File: src/include/usi_pkg.sv
// Shared register map, field positions and carrier types of the serial shift block.
`default_nettype none
package usi_pkg;
  // Word offsets on the bus (byte addresses, one aligned word each).
  localparam logic [3:0] OFF_CONTROL = 4'h0;
  localparam logic [3:0] OFF_STATUS = 4'h4;
  localparam logic [3:0] OFF_DATA = 4'h8;
  localparam logic [3:0] OFF_PINPOS = 4'hc;
  localparam logic [3:0] OFF_IRQ_MASK = 4'h0;
  localparam logic [3:0] OFF_IRQ_STAT = 4'h4;
  // Control register fields.
  localparam int CTL_TOGGLE = 0;
  localparam int CTL_STROBE = 1;
  localparam int CTL_CS_LO = 2;
  localparam int CTL_CS_HI = 3;
  localparam int CTL_WM_LO = 4;
  localparam int CTL_WM_HI = 5;
  // Status register fields.
  localparam int STAT_OVF = 7;
  localparam int STAT_CNT_LSB = 0;
  // Interrupt event bits.
  localparam int EV_OVF = 0;
  localparam int EV_BYTE = 1;
  localparam int NUM_EV = 2;
  // Reset values.
  localparam logic [7:0] CONTROL_RST = 8'h00;
  localparam logic [7:0] DATA_RST = 8'h00;
  localparam logic [3:0] COUNT_RST = 4'h0;
  localparam logic PINPOS_RST = 1'b0;

  typedef struct packed {
    logic [1:0] wire_mode;
    logic [1:0] clock_source_select;
    logic soft_strobe_bit;
  } ctl_t;

  typedef struct packed {
    logic do_val;
    logic clk_val;
    logic clk_oe;
    logic do_oe;
  } pin_out_t;
endpackage
`default_nettype wire

File: src/rtl/usi_sync.sv
// Two-flop synchroniser with edge detection after the second stage.
`default_nettype none
module usi_sync (
  // Clock and control
  input wire logic clk_i,
  input wire logic rst_i,
  input wire logic ce_i,
  // Async in, synchronous out
  input wire logic d_i,
  output logic q_o,
  output logic rise_o,
  output logic fall_o
);
  logic s1_r;
  logic s2_r;
  logic s3_r;
  always_ff @(posedge clk_i) begin
    if (rst_i) begin
      s1_r <= 1'b0;
      s2_r <= 1'b0;
      s3_r <= 1'b0;
    end else if (ce_i) begin
      s1_r <= d_i;
      s2_r <= s1_r;
      s3_r <= s2_r;
    end
  end
  assign q_o = s2_r;
  assign rise_o = ce_i & s2_r & ~s3_r;
  assign fall_o = ce_i & ~s2_r & s3_r;
endmodule
`default_nettype wire

File: src/rtl/usi_pin_mux.sv
// Routes the interface pin functions to one of two port pin groups.
`default_nettype none
module usi_pin_mux (
  // Selection
  input wire logic pos_i,
  // Functional side
  input wire usi_pkg::pin_out_t fn_i,
  // Group B pins, bit 0 data in, bit 1 data out, bit 2 clock
  output logic [2:0] grp_b_o,
  output logic [2:0] grp_b_oe_o,
  // Group A pins
  output logic [2:0] grp_a_o,
  output logic [2:0] grp_a_oe_o
);
  wire [2:0] val = {fn_i.clk_val, fn_i.do_val, 1'b0};
  wire [2:0] oe = {fn_i.clk_oe, fn_i.do_oe, 1'b0};
  assign grp_b_o = pos_i ? 3'h0 : val;
  assign grp_b_oe_o = pos_i ? 3'h0 : oe;
  assign grp_a_o = pos_i ? val : 3'h0;
  assign grp_a_oe_o = pos_i ? oe : 3'h0;
endmodule
`default_nettype wire

File: src/rtl/usi_shift_clocking.sv
// Serial shift register, edge counter, clock routing and register slave.
`default_nettype none
module usi_shift_clocking #(
  parameter int DATA_W = 8,
  parameter int CNT_W = 4
) (
  // System
  input wire logic clk_i,
  input wire logic rst_i,
  input wire logic ce_i,
  // Classic Wishbone slave
  input wire logic cyc_i,
  input wire logic stb_i,
  input wire logic we_i,
  input wire logic [4:0] adr_i,
  input wire logic [3:0] sel_i,
  input wire logic [31:0] dat_i,
  output logic [31:0] dat_o,
  output logic ack_o,
  // Serial pins, group B and group A, bit 0 data in, bit 1 data out, bit 2 clock
  input wire logic [2:0] grp_b_i,
  input wire logic [2:0] grp_a_i,
  output logic [2:0] grp_b_o,
  output logic [2:0] grp_b_oe_o,
  output logic [2:0] grp_a_o,
  output logic [2:0] grp_a_oe_o,
  // Pin direction settings for data out and clock
  input wire logic do_dir_i,
  input wire logic clock_pin_direction_bit_i,
  // Interrupt
  output logic irq_o
);
  logic [DATA_W-1:0] shift_data_register_r;
  logic [CNT_W-1:0] cnt_r;
  logic counter_overflow_flag_r;
  usi_pkg::ctl_t ctl_r;
  logic pin_position_bit_r;
  logic clk_port_r;
  logic [usi_pkg::NUM_EV-1:0] irq_stat_r;
  logic [usi_pkg::NUM_EV-1:0] irq_mask_r;
  logic ack_r;
  logic [31:0] dat_r;
  logic din_prev_r;
  logic irq_r;
  logic [2:0] gb_r;
  logic [2:0] gbe_r;
  logic [2:0] ga_r;
  logic [2:0] gae_r;

  // Bus decode; adr_i bit 4 picks the interrupt bank.
  wire req = cyc_i & stb_i & ~ack_r & ce_i;
  wire wr = req & we_i & sel_i[0];
  wire rd = req & ~we_i;
  wire bank_irq = adr_i[4];
  wire [3:0] off = {adr_i[3:2], 2'b00};
  wire wr_ctl = wr & ~bank_irq & (off == usi_pkg::OFF_CONTROL);
  wire wr_stat = wr & ~bank_irq & (off == usi_pkg::OFF_STATUS);
  wire wr_data = wr & ~bank_irq & (off == usi_pkg::OFF_DATA);
  wire wr_pos = wr & ~bank_irq & (off == usi_pkg::OFF_PINPOS);
  wire wr_mask = wr & bank_irq & (off == usi_pkg::OFF_IRQ_MASK);
  wire rd_istat = rd & bank_irq & (off == usi_pkg::OFF_IRQ_STAT);

  // Pin inputs pass two flops before use; the selected group feeds the logic.
  logic din_b;
  logic din_a;
  logic sck_b;
  logic sck_a;
  logic sck_b_rise;
  logic sck_b_fall;
  logic sck_a_rise;
  logic sck_a_fall;
  usi_sync u_din_b (.clk_i(clk_i), .rst_i(rst_i), .ce_i(ce_i), .d_i(grp_b_i[0]),
    .q_o(din_b), .rise_o(), .fall_o());
  usi_sync u_din_a (.clk_i(clk_i), .rst_i(rst_i), .ce_i(ce_i), .d_i(grp_a_i[0]),
    .q_o(din_a), .rise_o(), .fall_o());
  usi_sync u_sck_b (.clk_i(clk_i), .rst_i(rst_i), .ce_i(ce_i), .d_i(grp_b_i[2]),
    .q_o(sck_b), .rise_o(sck_b_rise), .fall_o(sck_b_fall));
  usi_sync u_sck_a (.clk_i(clk_i), .rst_i(rst_i), .ce_i(ce_i), .d_i(grp_a_i[2]),
    .q_o(sck_a), .rise_o(sck_a_rise), .fall_o(sck_a_fall));

  // Edges are qualified by the pin position.
  wire din = pin_position_bit_r ? din_a : din_b;
  wire ext_rise = pin_position_bit_r ? sck_a_rise : sck_b_rise;
  wire ext_fall = pin_position_bit_r ? sck_a_fall : sck_b_fall;

  // Control write decode; strobe and toggle are taken from the written data.
  wire wr_strobe = wr_ctl & dat_i[usi_pkg::CTL_STROBE];
  wire wr_toggle = wr_ctl & dat_i[usi_pkg::CTL_TOGGLE];
  // The clock source chosen by this very write governs it, so one write both
  // configures and strobes, which the fastest master sequence relies on.
  wire [1:0] cs_new = {dat_i[usi_pkg::CTL_CS_HI], dat_i[usi_pkg::CTL_CS_LO]};
  wire [1:0] cs_eff = wr_ctl ? cs_new : ctl_r.clock_source_select;
  wire sel_eff = wr_ctl ? dat_i[usi_pkg::CTL_STROBE] : ctl_r.soft_strobe_bit;
  wire ext_src = cs_eff[1];

  // Shift and count events per source.
  wire soft_shift = wr_strobe & (cs_eff == 2'b00);
  wire ext_shift = ext_src & (cs_eff[0] ? ext_fall : ext_rise);
  wire shift_ev = soft_shift | ext_shift;
  wire tog_count = ext_src & sel_eff & wr_toggle;
  wire both_count = ext_src & ~sel_eff & cs_eff[0] & (ext_rise | ext_fall);
  wire count_ev = soft_shift | tog_count | both_count;
  wire [CNT_W-1:0] cnt_nxt = cnt_r + CNT_W'(1);
  wire wrap = count_ev & (cnt_r == {CNT_W{1'b1}});
  wire byte_done = wrap;

  // Status: overflow flag, counter.
  wire ovf_clear = wr_stat & dat_i[usi_pkg::STAT_OVF];
  wire [usi_pkg::NUM_EV-1:0] ev_vec = {byte_done & shift_ev, wrap};
  wire [usi_pkg::NUM_EV-1:0] irq_stat_nxt = (rd_istat ? '0 : irq_stat_r) | ev_vec;

  always_ff @(posedge clk_i) begin
    if (rst_i) begin
      din_prev_r <= 1'b0;
    end else if (ce_i) begin
      din_prev_r <= din;
    end
  end

  always_ff @(posedge clk_i) begin
    if (rst_i) begin
      shift_data_register_r <= usi_pkg::DATA_RST;
    end else if (ce_i) begin
      if (shift_ev) begin
        shift_data_register_r <= {shift_data_register_r[DATA_W-2:0], din_prev_r};
      end else if (wr_data) begin
        shift_data_register_r <= dat_i[DATA_W-1:0];
      end
    end
  end

  always_ff @(posedge clk_i) begin
    if (rst_i) begin
      cnt_r <= usi_pkg::COUNT_RST;
    end else if (ce_i) begin
      if (count_ev) begin
        cnt_r <= cnt_nxt;
      end else if (wr_stat) begin
        cnt_r <= dat_i[usi_pkg::STAT_CNT_LSB +: CNT_W];
      end
    end
  end

  always_ff @(posedge clk_i) begin
    if (rst_i) begin
      counter_overflow_flag_r <= 1'b0;
    end else if (ce_i) begin
      counter_overflow_flag_r <= wrap | (counter_overflow_flag_r & ~ovf_clear);
    end
  end

  always_ff @(posedge clk_i) begin
    if (rst_i) begin
      ctl_r <= '0;
      pin_position_bit_r <= usi_pkg::PINPOS_RST;
      clk_port_r <= 1'b0;
      irq_mask_r <= '0;
      irq_stat_r <= '0;
    end else if (ce_i) begin
      if (wr_ctl) begin
        ctl_r.wire_mode <= {dat_i[usi_pkg::CTL_WM_HI], dat_i[usi_pkg::CTL_WM_LO]};
        ctl_r.clock_source_select <= cs_new;
        ctl_r.soft_strobe_bit <= cs_new[1] & dat_i[usi_pkg::CTL_STROBE];
      end
      if (wr_pos) begin
        pin_position_bit_r <= dat_i[0];
      end
      if (wr_toggle) begin
        clk_port_r <= ~clk_port_r;
      end
      if (wr_mask) begin
        irq_mask_r <= dat_i[usi_pkg::NUM_EV-1:0];
      end
      irq_stat_r <= irq_stat_nxt;
    end
  end

  // Read mux; action bits never read back.
  logic [31:0] rd_val;
  always_comb begin
    rd_val = 32'h0;
    if (bank_irq) begin
      rd_val[usi_pkg::NUM_EV-1:0] = (off == usi_pkg::OFF_IRQ_MASK) ? irq_mask_r :
        (off == usi_pkg::OFF_IRQ_STAT) ? irq_stat_r : '0;
    end else begin
      unique case (off)
        usi_pkg::OFF_CONTROL: begin
          rd_val[usi_pkg::CTL_WM_HI] = ctl_r.wire_mode[1];
          rd_val[usi_pkg::CTL_WM_LO] = ctl_r.wire_mode[0];
          rd_val[usi_pkg::CTL_CS_HI] = ctl_r.clock_source_select[1];
          rd_val[usi_pkg::CTL_CS_LO] = ctl_r.clock_source_select[0];
        end
        usi_pkg::OFF_STATUS: begin
          rd_val[usi_pkg::STAT_OVF] = counter_overflow_flag_r;
          rd_val[usi_pkg::STAT_CNT_LSB +: CNT_W] = cnt_r;
        end
        usi_pkg::OFF_DATA: rd_val[DATA_W-1:0] = shift_data_register_r;
        usi_pkg::OFF_PINPOS: rd_val[0] = pin_position_bit_r;
        default: rd_val = 32'h0;
      endcase
    end
  end

  // Data out taken from the register state after this edge's shift.
  wire [DATA_W-1:0] sdr_nxt = shift_ev ? {shift_data_register_r[DATA_W-2:0], din_prev_r} :
    wr_data ? dat_i[DATA_W-1:0] : shift_data_register_r;
  usi_pkg::pin_out_t pins;
  assign pins.do_val = sdr_nxt[DATA_W-1];
  assign pins.clk_val = wr_toggle ? ~clk_port_r : clk_port_r;
  assign pins.clk_oe = clock_pin_direction_bit_i;
  assign pins.do_oe = do_dir_i;
  wire pos_nxt = wr_pos ? dat_i[0] : pin_position_bit_r;
  logic [2:0] gb;
  logic [2:0] gbe;
  logic [2:0] ga;
  logic [2:0] gae;
  usi_pin_mux u_mux (.pos_i(pos_nxt), .fn_i(pins), .grp_b_o(gb), .grp_b_oe_o(gbe),
    .grp_a_o(ga), .grp_a_oe_o(gae));

  always_ff @(posedge clk_i) begin
    if (rst_i) begin
      ack_r <= 1'b0;
      dat_r <= 32'h0;
      irq_r <= 1'b0;
      gb_r <= 3'h0;
      gbe_r <= 3'h0;
      ga_r <= 3'h0;
      gae_r <= 3'h0;
    end else if (ce_i) begin
      ack_r <= req;
      dat_r <= rd ? rd_val : 32'h0;
      irq_r <= |(irq_stat_nxt & irq_mask_r);
      gb_r <= gb;
      gbe_r <= gbe;
      ga_r <= ga;
      gae_r <= gae;
    end
  end
  assign ack_o = ack_r;
  assign dat_o = dat_r;
  assign irq_o = irq_r;
  assign grp_b_o = gb_r;
  assign grp_b_oe_o = gbe_r;
  assign grp_a_o = ga_r;
  assign grp_a_oe_o = gae_r;

  // Checks.
  soft_step_a: assert property (@(posedge clk_i) disable iff (rst_i)
    soft_shift |=> cnt_r == $past(cnt_nxt)) else $error("strobe did not step counter");
  do_follows_a: assert property (@(posedge clk_i) disable iff (rst_i)
    ce_i && shift_ev |=> grp_b_o[1] == $past(sdr_nxt[DATA_W-1]) || pin_position_bit_r)
    else $error("data out lagged shift");
  shift_in_a: assert property (@(posedge clk_i) disable iff (rst_i)
    shift_ev |=> shift_data_register_r[0] == $past(din_prev_r)) else $error("bad shift in");
  action_zero_a: assert property (@(posedge clk_i) disable iff (rst_i)
    ack_o && $past(rd && !bank_irq && off == usi_pkg::OFF_CONTROL) |-> dat_o[1:0] == 2'b00)
    else $error("action bit read one");
  toggle_inv_a: assert property (@(posedge clk_i) disable iff (rst_i)
    wr_toggle |=> clk_port_r != $past(clk_port_r)) else $error("toggle missed");
  tog_count_a: assert property (@(posedge clk_i) disable iff (rst_i)
    tog_count && !soft_shift |=> cnt_r == $past(cnt_nxt)) else $error("toggle count missed");
  reserved_pos_a: assert property (@(posedge clk_i) disable iff (rst_i)
    ack_o && $past(rd && !bank_irq && off == usi_pkg::OFF_PINPOS) |-> dat_o[31:1] == '0)
    else $error("reserved bits set");
  ovf_set_a: assert property (@(posedge clk_i) disable iff (rst_i)
    wrap |=> counter_overflow_flag_r && cnt_r == '0) else $error("overflow not flagged");
  group_sel_a: assert property (@(posedge clk_i) disable iff (rst_i)
    ce_i && pin_position_bit_r && !wr_pos |=> grp_b_oe_o == 3'h0) else $error("group B driven");
endmodule
`default_nettype wire

File: config.mk
export PLATFORM = sky130hd
export DESIGN_NAME = usi_shift_clocking
export DESIGN_NICKNAME = d
export VERILOG_FILES = /design/src/include/usi_pkg.sv /design/src/rtl/usi_sync.sv /design/src/rtl/usi_pin_mux.sv /design/src/rtl/usi_shift_clocking.sv
export SDC_FILE = /design/constraint.sdc
export NUM_CORES = 1
export LEC_CHECK = 0
export ABC_AREA = 1
export BUFFER_PORTS_ARGS = -buffer_cell sky130_fd_sc_hd__buf_4
export CORE_MARGIN = 2
export CORE_UTILIZATION = 45
export CTS_CLUSTER_DIAMETER = 150
export DETAILED_ROUTE_END_ITERATION = 16
export GPL_ROUTABILITY_DRIVEN = 0
export HOLD_SLACK_MARGIN = 0.06
export PLACE_DENSITY_LB_ADDON = 0.25
export SETUP_SLACK_MARGIN = 0.3
export SYNTH_ARGS = -nofsm -noshare
export SYNTH_HDL_FRONTEND = slang
export SYNTH_SLANG_ARGS = --single-unit
File: constraint.sdc
create_clock -name clk_i -period 1.86 [get_ports clk_i]
set_input_delay 0.372 -clock clk_i [delete_from_list [all_inputs] [get_ports clk_i]]
set_output_delay 0.372 -clock clk_i [all_outputs]
set_load 0.02 [all_outputs]
==> flow_summary_export.csv <==
group,metric,value,unit
floorplan,die_h,82.5,microns
critical_path,critPathMaxFanout,8,
critical_path,worst_path_max_delay_cell,"dfxtp_4",
sta,fin_crit_sh,0.969,
layout,seq_area,1060,sq um
floorplan,dieArea,6800,sq um
clock_tree,cts.clk_slew.worst_paths,0.10,ns
layout,finalNetCount,530,
critical_path,slowest_delay,0.38,ns
drt,ant_nets,0,
critical_path,critPathRequiredTime,2.11,ns
hold_path,hp-class,"primary input to register",
floorplan,die_x,82.5,microns
sta,clock-skew-final,0.00658,ns
grt,track_usage,0.224,
layout,final_cells,545,
pwr,power_density,613,nW/um^2
drt,dr.first_iter.drc_count,133,
layout,n_antenna_cell,0,
floorplan,initial_utilization,0.468,
grt,grt_pass1_vias,2515,
grt,antenna_found_initial,0,
critical_path,crit_path_start_kind,"register",
drt,via_per_inst,5.07,
synthesis,netlist_top_cells_area,"dfxtp_1 38%, nand2_1 12%, buf_4 7.9%",
sta,hold_viol_final,0,
grt,busiest_layer,"met2",
floorplan,io_pins,101,
synthesis,synth_top_area_cell,"dfxtp_1",
drt,post_drt_wl_per_cell,13.5,microns
floorplan,core,5920,sq um
clock_tree,numCtsBuffers,5,
drt,routed_wirelength,7.38,mm
sta,rsz0062_at_grt,"yes",
pwr,max-vdd-ir-drop,0.000460,V
clock_tree,cts_hold_buf,0,
sta,whs,0.264,ns
floorplan,core.rowCount,28,
clock_tree,clk_latency,0.32,ns
drt,dr.pass1.iters,4,
flow_run,max_cap_viol_count,0,
synthesis,synth.cell_area,2770,sq um
placement,dp.cells,526,
grt,grt_pass1_wl,11.5,mm
layout,multi_input_area,1670,sq um
clock_tree,cts.sinks,53,
synthesis,synthCells,394,
sta,fmax,0.555,GHz
synthesis,yosysSeqAreaShare,0.383,
critical_path,crit_chain,"inv_4, nand2_4, nor2_4, nand4_4, nand2_2, nand2_2, nor2_4, inv_2, nand2_8, inv_8, o21ai_2, o21ai_2, a21oi_1",
sta,tns,0,ns
synthesis,synthDistinctLibCells,35,
critical_path,cp-end-kind,"register",
critical_path,cp.arrival,2.05,ns
grt,grt_use_met1,0.280,
sta,maxSlewViolCount,0,
layout,drive_above_1_share,0.351,
sta,fin_crit,1.80,ns
synthesis,ys_seq_elements,53,
pwr,power,2.31,mW
layout,area_growth,35.7,%
drt,drc,0,
grt,globalRouteMet2Util,0.377,
sta,setup_violations,0,
grt,grt_max_degree,36,
pwr,leakage,1.62,nW
placement,io_buffers,41,
synthesis,synth_top_area_share,0.383,
clock_tree,cts_tree,"built",
layout,fillers,521,
clock_tree,htree_levels,2,
clock_tree,clock_path_buffers,2,
drt,num_vias,2763,
synthesis,syn_avg_cell_area,7.03,sq um
grt,grt-ovfl-total,0,
critical_path,critPathKind,"register to register",
placement,hpwl,5.09,mm
grt,grtUsageMet3,0.0576,
synthesis,yosysWarnings,0,
status,status,"finished clean",
clock_tree,clockRootBuffer,"clkbuf_8",
[layout make-up]
cell class	count	area share
Clock buffer	5	0.0183
Clock inverter	3	0.0133
Inverter	39	0.0463
Multi-Input combinational cell	289	0.443
Sequential cell	53	0.283
Tap cell	75	0.0250
Timing Repair Buffer	80	0.169
Timing Repair inverter	1	0.00166
[cells by family (layout without fill, tap and decap cells)]
family,after synthesis,after routing,share of synthesized area
AO/OA/AOI/OAI,72,72,0.146
XOR/XNOR,2,2,0.00632
adder cells (fa/ha/maj),6,6,0.0271
buffers and inverters,79,128,0.150
flip-flops,53,53,0.383
other,1,28,0.00135
AND/OR/NAND/NOR,181,181,0.286
[worst max-delay path, delay by kind of cell, from the launching register on]
kind	cells	cell delay, ns
compound gates	3	0.27
flops	1	0.38
buf+inv	3	0.19
simple gates	7	0.87
[placed cells by master (no fill, tap or decap), drive strengths merged]
cell type / n
nor2: 51
xor2: 1
nand2: 95
clkbuf: 5
conb: 28
clkinv: 1
a31oi: 8
dfxtp: 53
nor3: 3
a211oi: 2
or2: 1
bufinv: 1
inv: 41
a32oi: 3
nand4: 3
a22oi: 1
xnor2: 1
nand3: 28
o2111ai: 1
o211ai: 2
buf: 80
o21ai: 29
a21oi: 24
a22o: 1
ha: 6
o221ai: 1
[synth_stat cells, drive strengths merged]
cell and count:
nand2 95, dfxtp 53, nor2 51, inv 39
buf 32, o21ai 29, nand3 28, a21oi 24
a31oi 8, clkbuf 8, ha 6, a32oi 3
nand4 3, nor3 3, a211oi 2, o211ai 2
a22o 1, a22oi 1, conb 1, o2111ai 1
o221ai 1, or2 1, xnor2 1, xor2 1
[per-layer routing]
layer | wire length (microns) | vias up | share of wire
li1 | - | 1370 | -
met3 | 421 | 20 | 0.057
met2 | 3670 | 103 | 0.50
met4 | 210 | 0 | 0.028
met5 | 0 | - | 0
met1 | 3070 | 1270 | 0.42
[sequential cells by signal, indices dropped and copies added (netlist names), 2 cells and up]
name / flops
cnt_r: 4
grp_b_o: 2
grp_b_oe_o: 2
grp_a_oe_o: 2
irq_mask_r: 2
irq_stat_r: 2
shift_data_register_r: 8
grp_a_o: 2
dat_o: 8
ctl_r: 5
[repair_timing]
action                                  CTS  global route
gates resized for setup                  31            44
setup buffers                             6             4
pin swaps                                 7             9
cloned                                    1             0
endpoints found under the setup margin   24            33
[per-stage QoR]
stage | setup slack [ns] | area (sq um) | util
after floorplan | 0.162 | 2950 | -
after global placement | -0.0778 | 3310 | 0.559
after detailed placement | -0.0770 | 3310 | 0.559
after CTS | 0.135 | 3580 | 0.605
after global routing | -0.0659 | 3760 | 0.635
final | 0.0577 | 3760 | 0.635
[worst paths after layout]
check,start,cells past startpoint,end,slack (ns)
worst max register to register,ack_o,13,shift_data_register_r[2],0.06
worst max-delay path,ack_o,13,shift_data_register_r[2],0.06
worst min-delay path,grp_b_i[0],3,u_din_b.s1_r,0.26
worst min register to register,grp_b_o[1],2,grp_b_o[1],0.47
[power by group]
part	internal (mW)	switching, mW	leakage [nW]
sequential	1.15	0.0127	0.430
combinational	0.106	0.199	1.12
clock	0.413	0.420	0.0603
No activity file was read; power rests on OpenSTA's default activity.
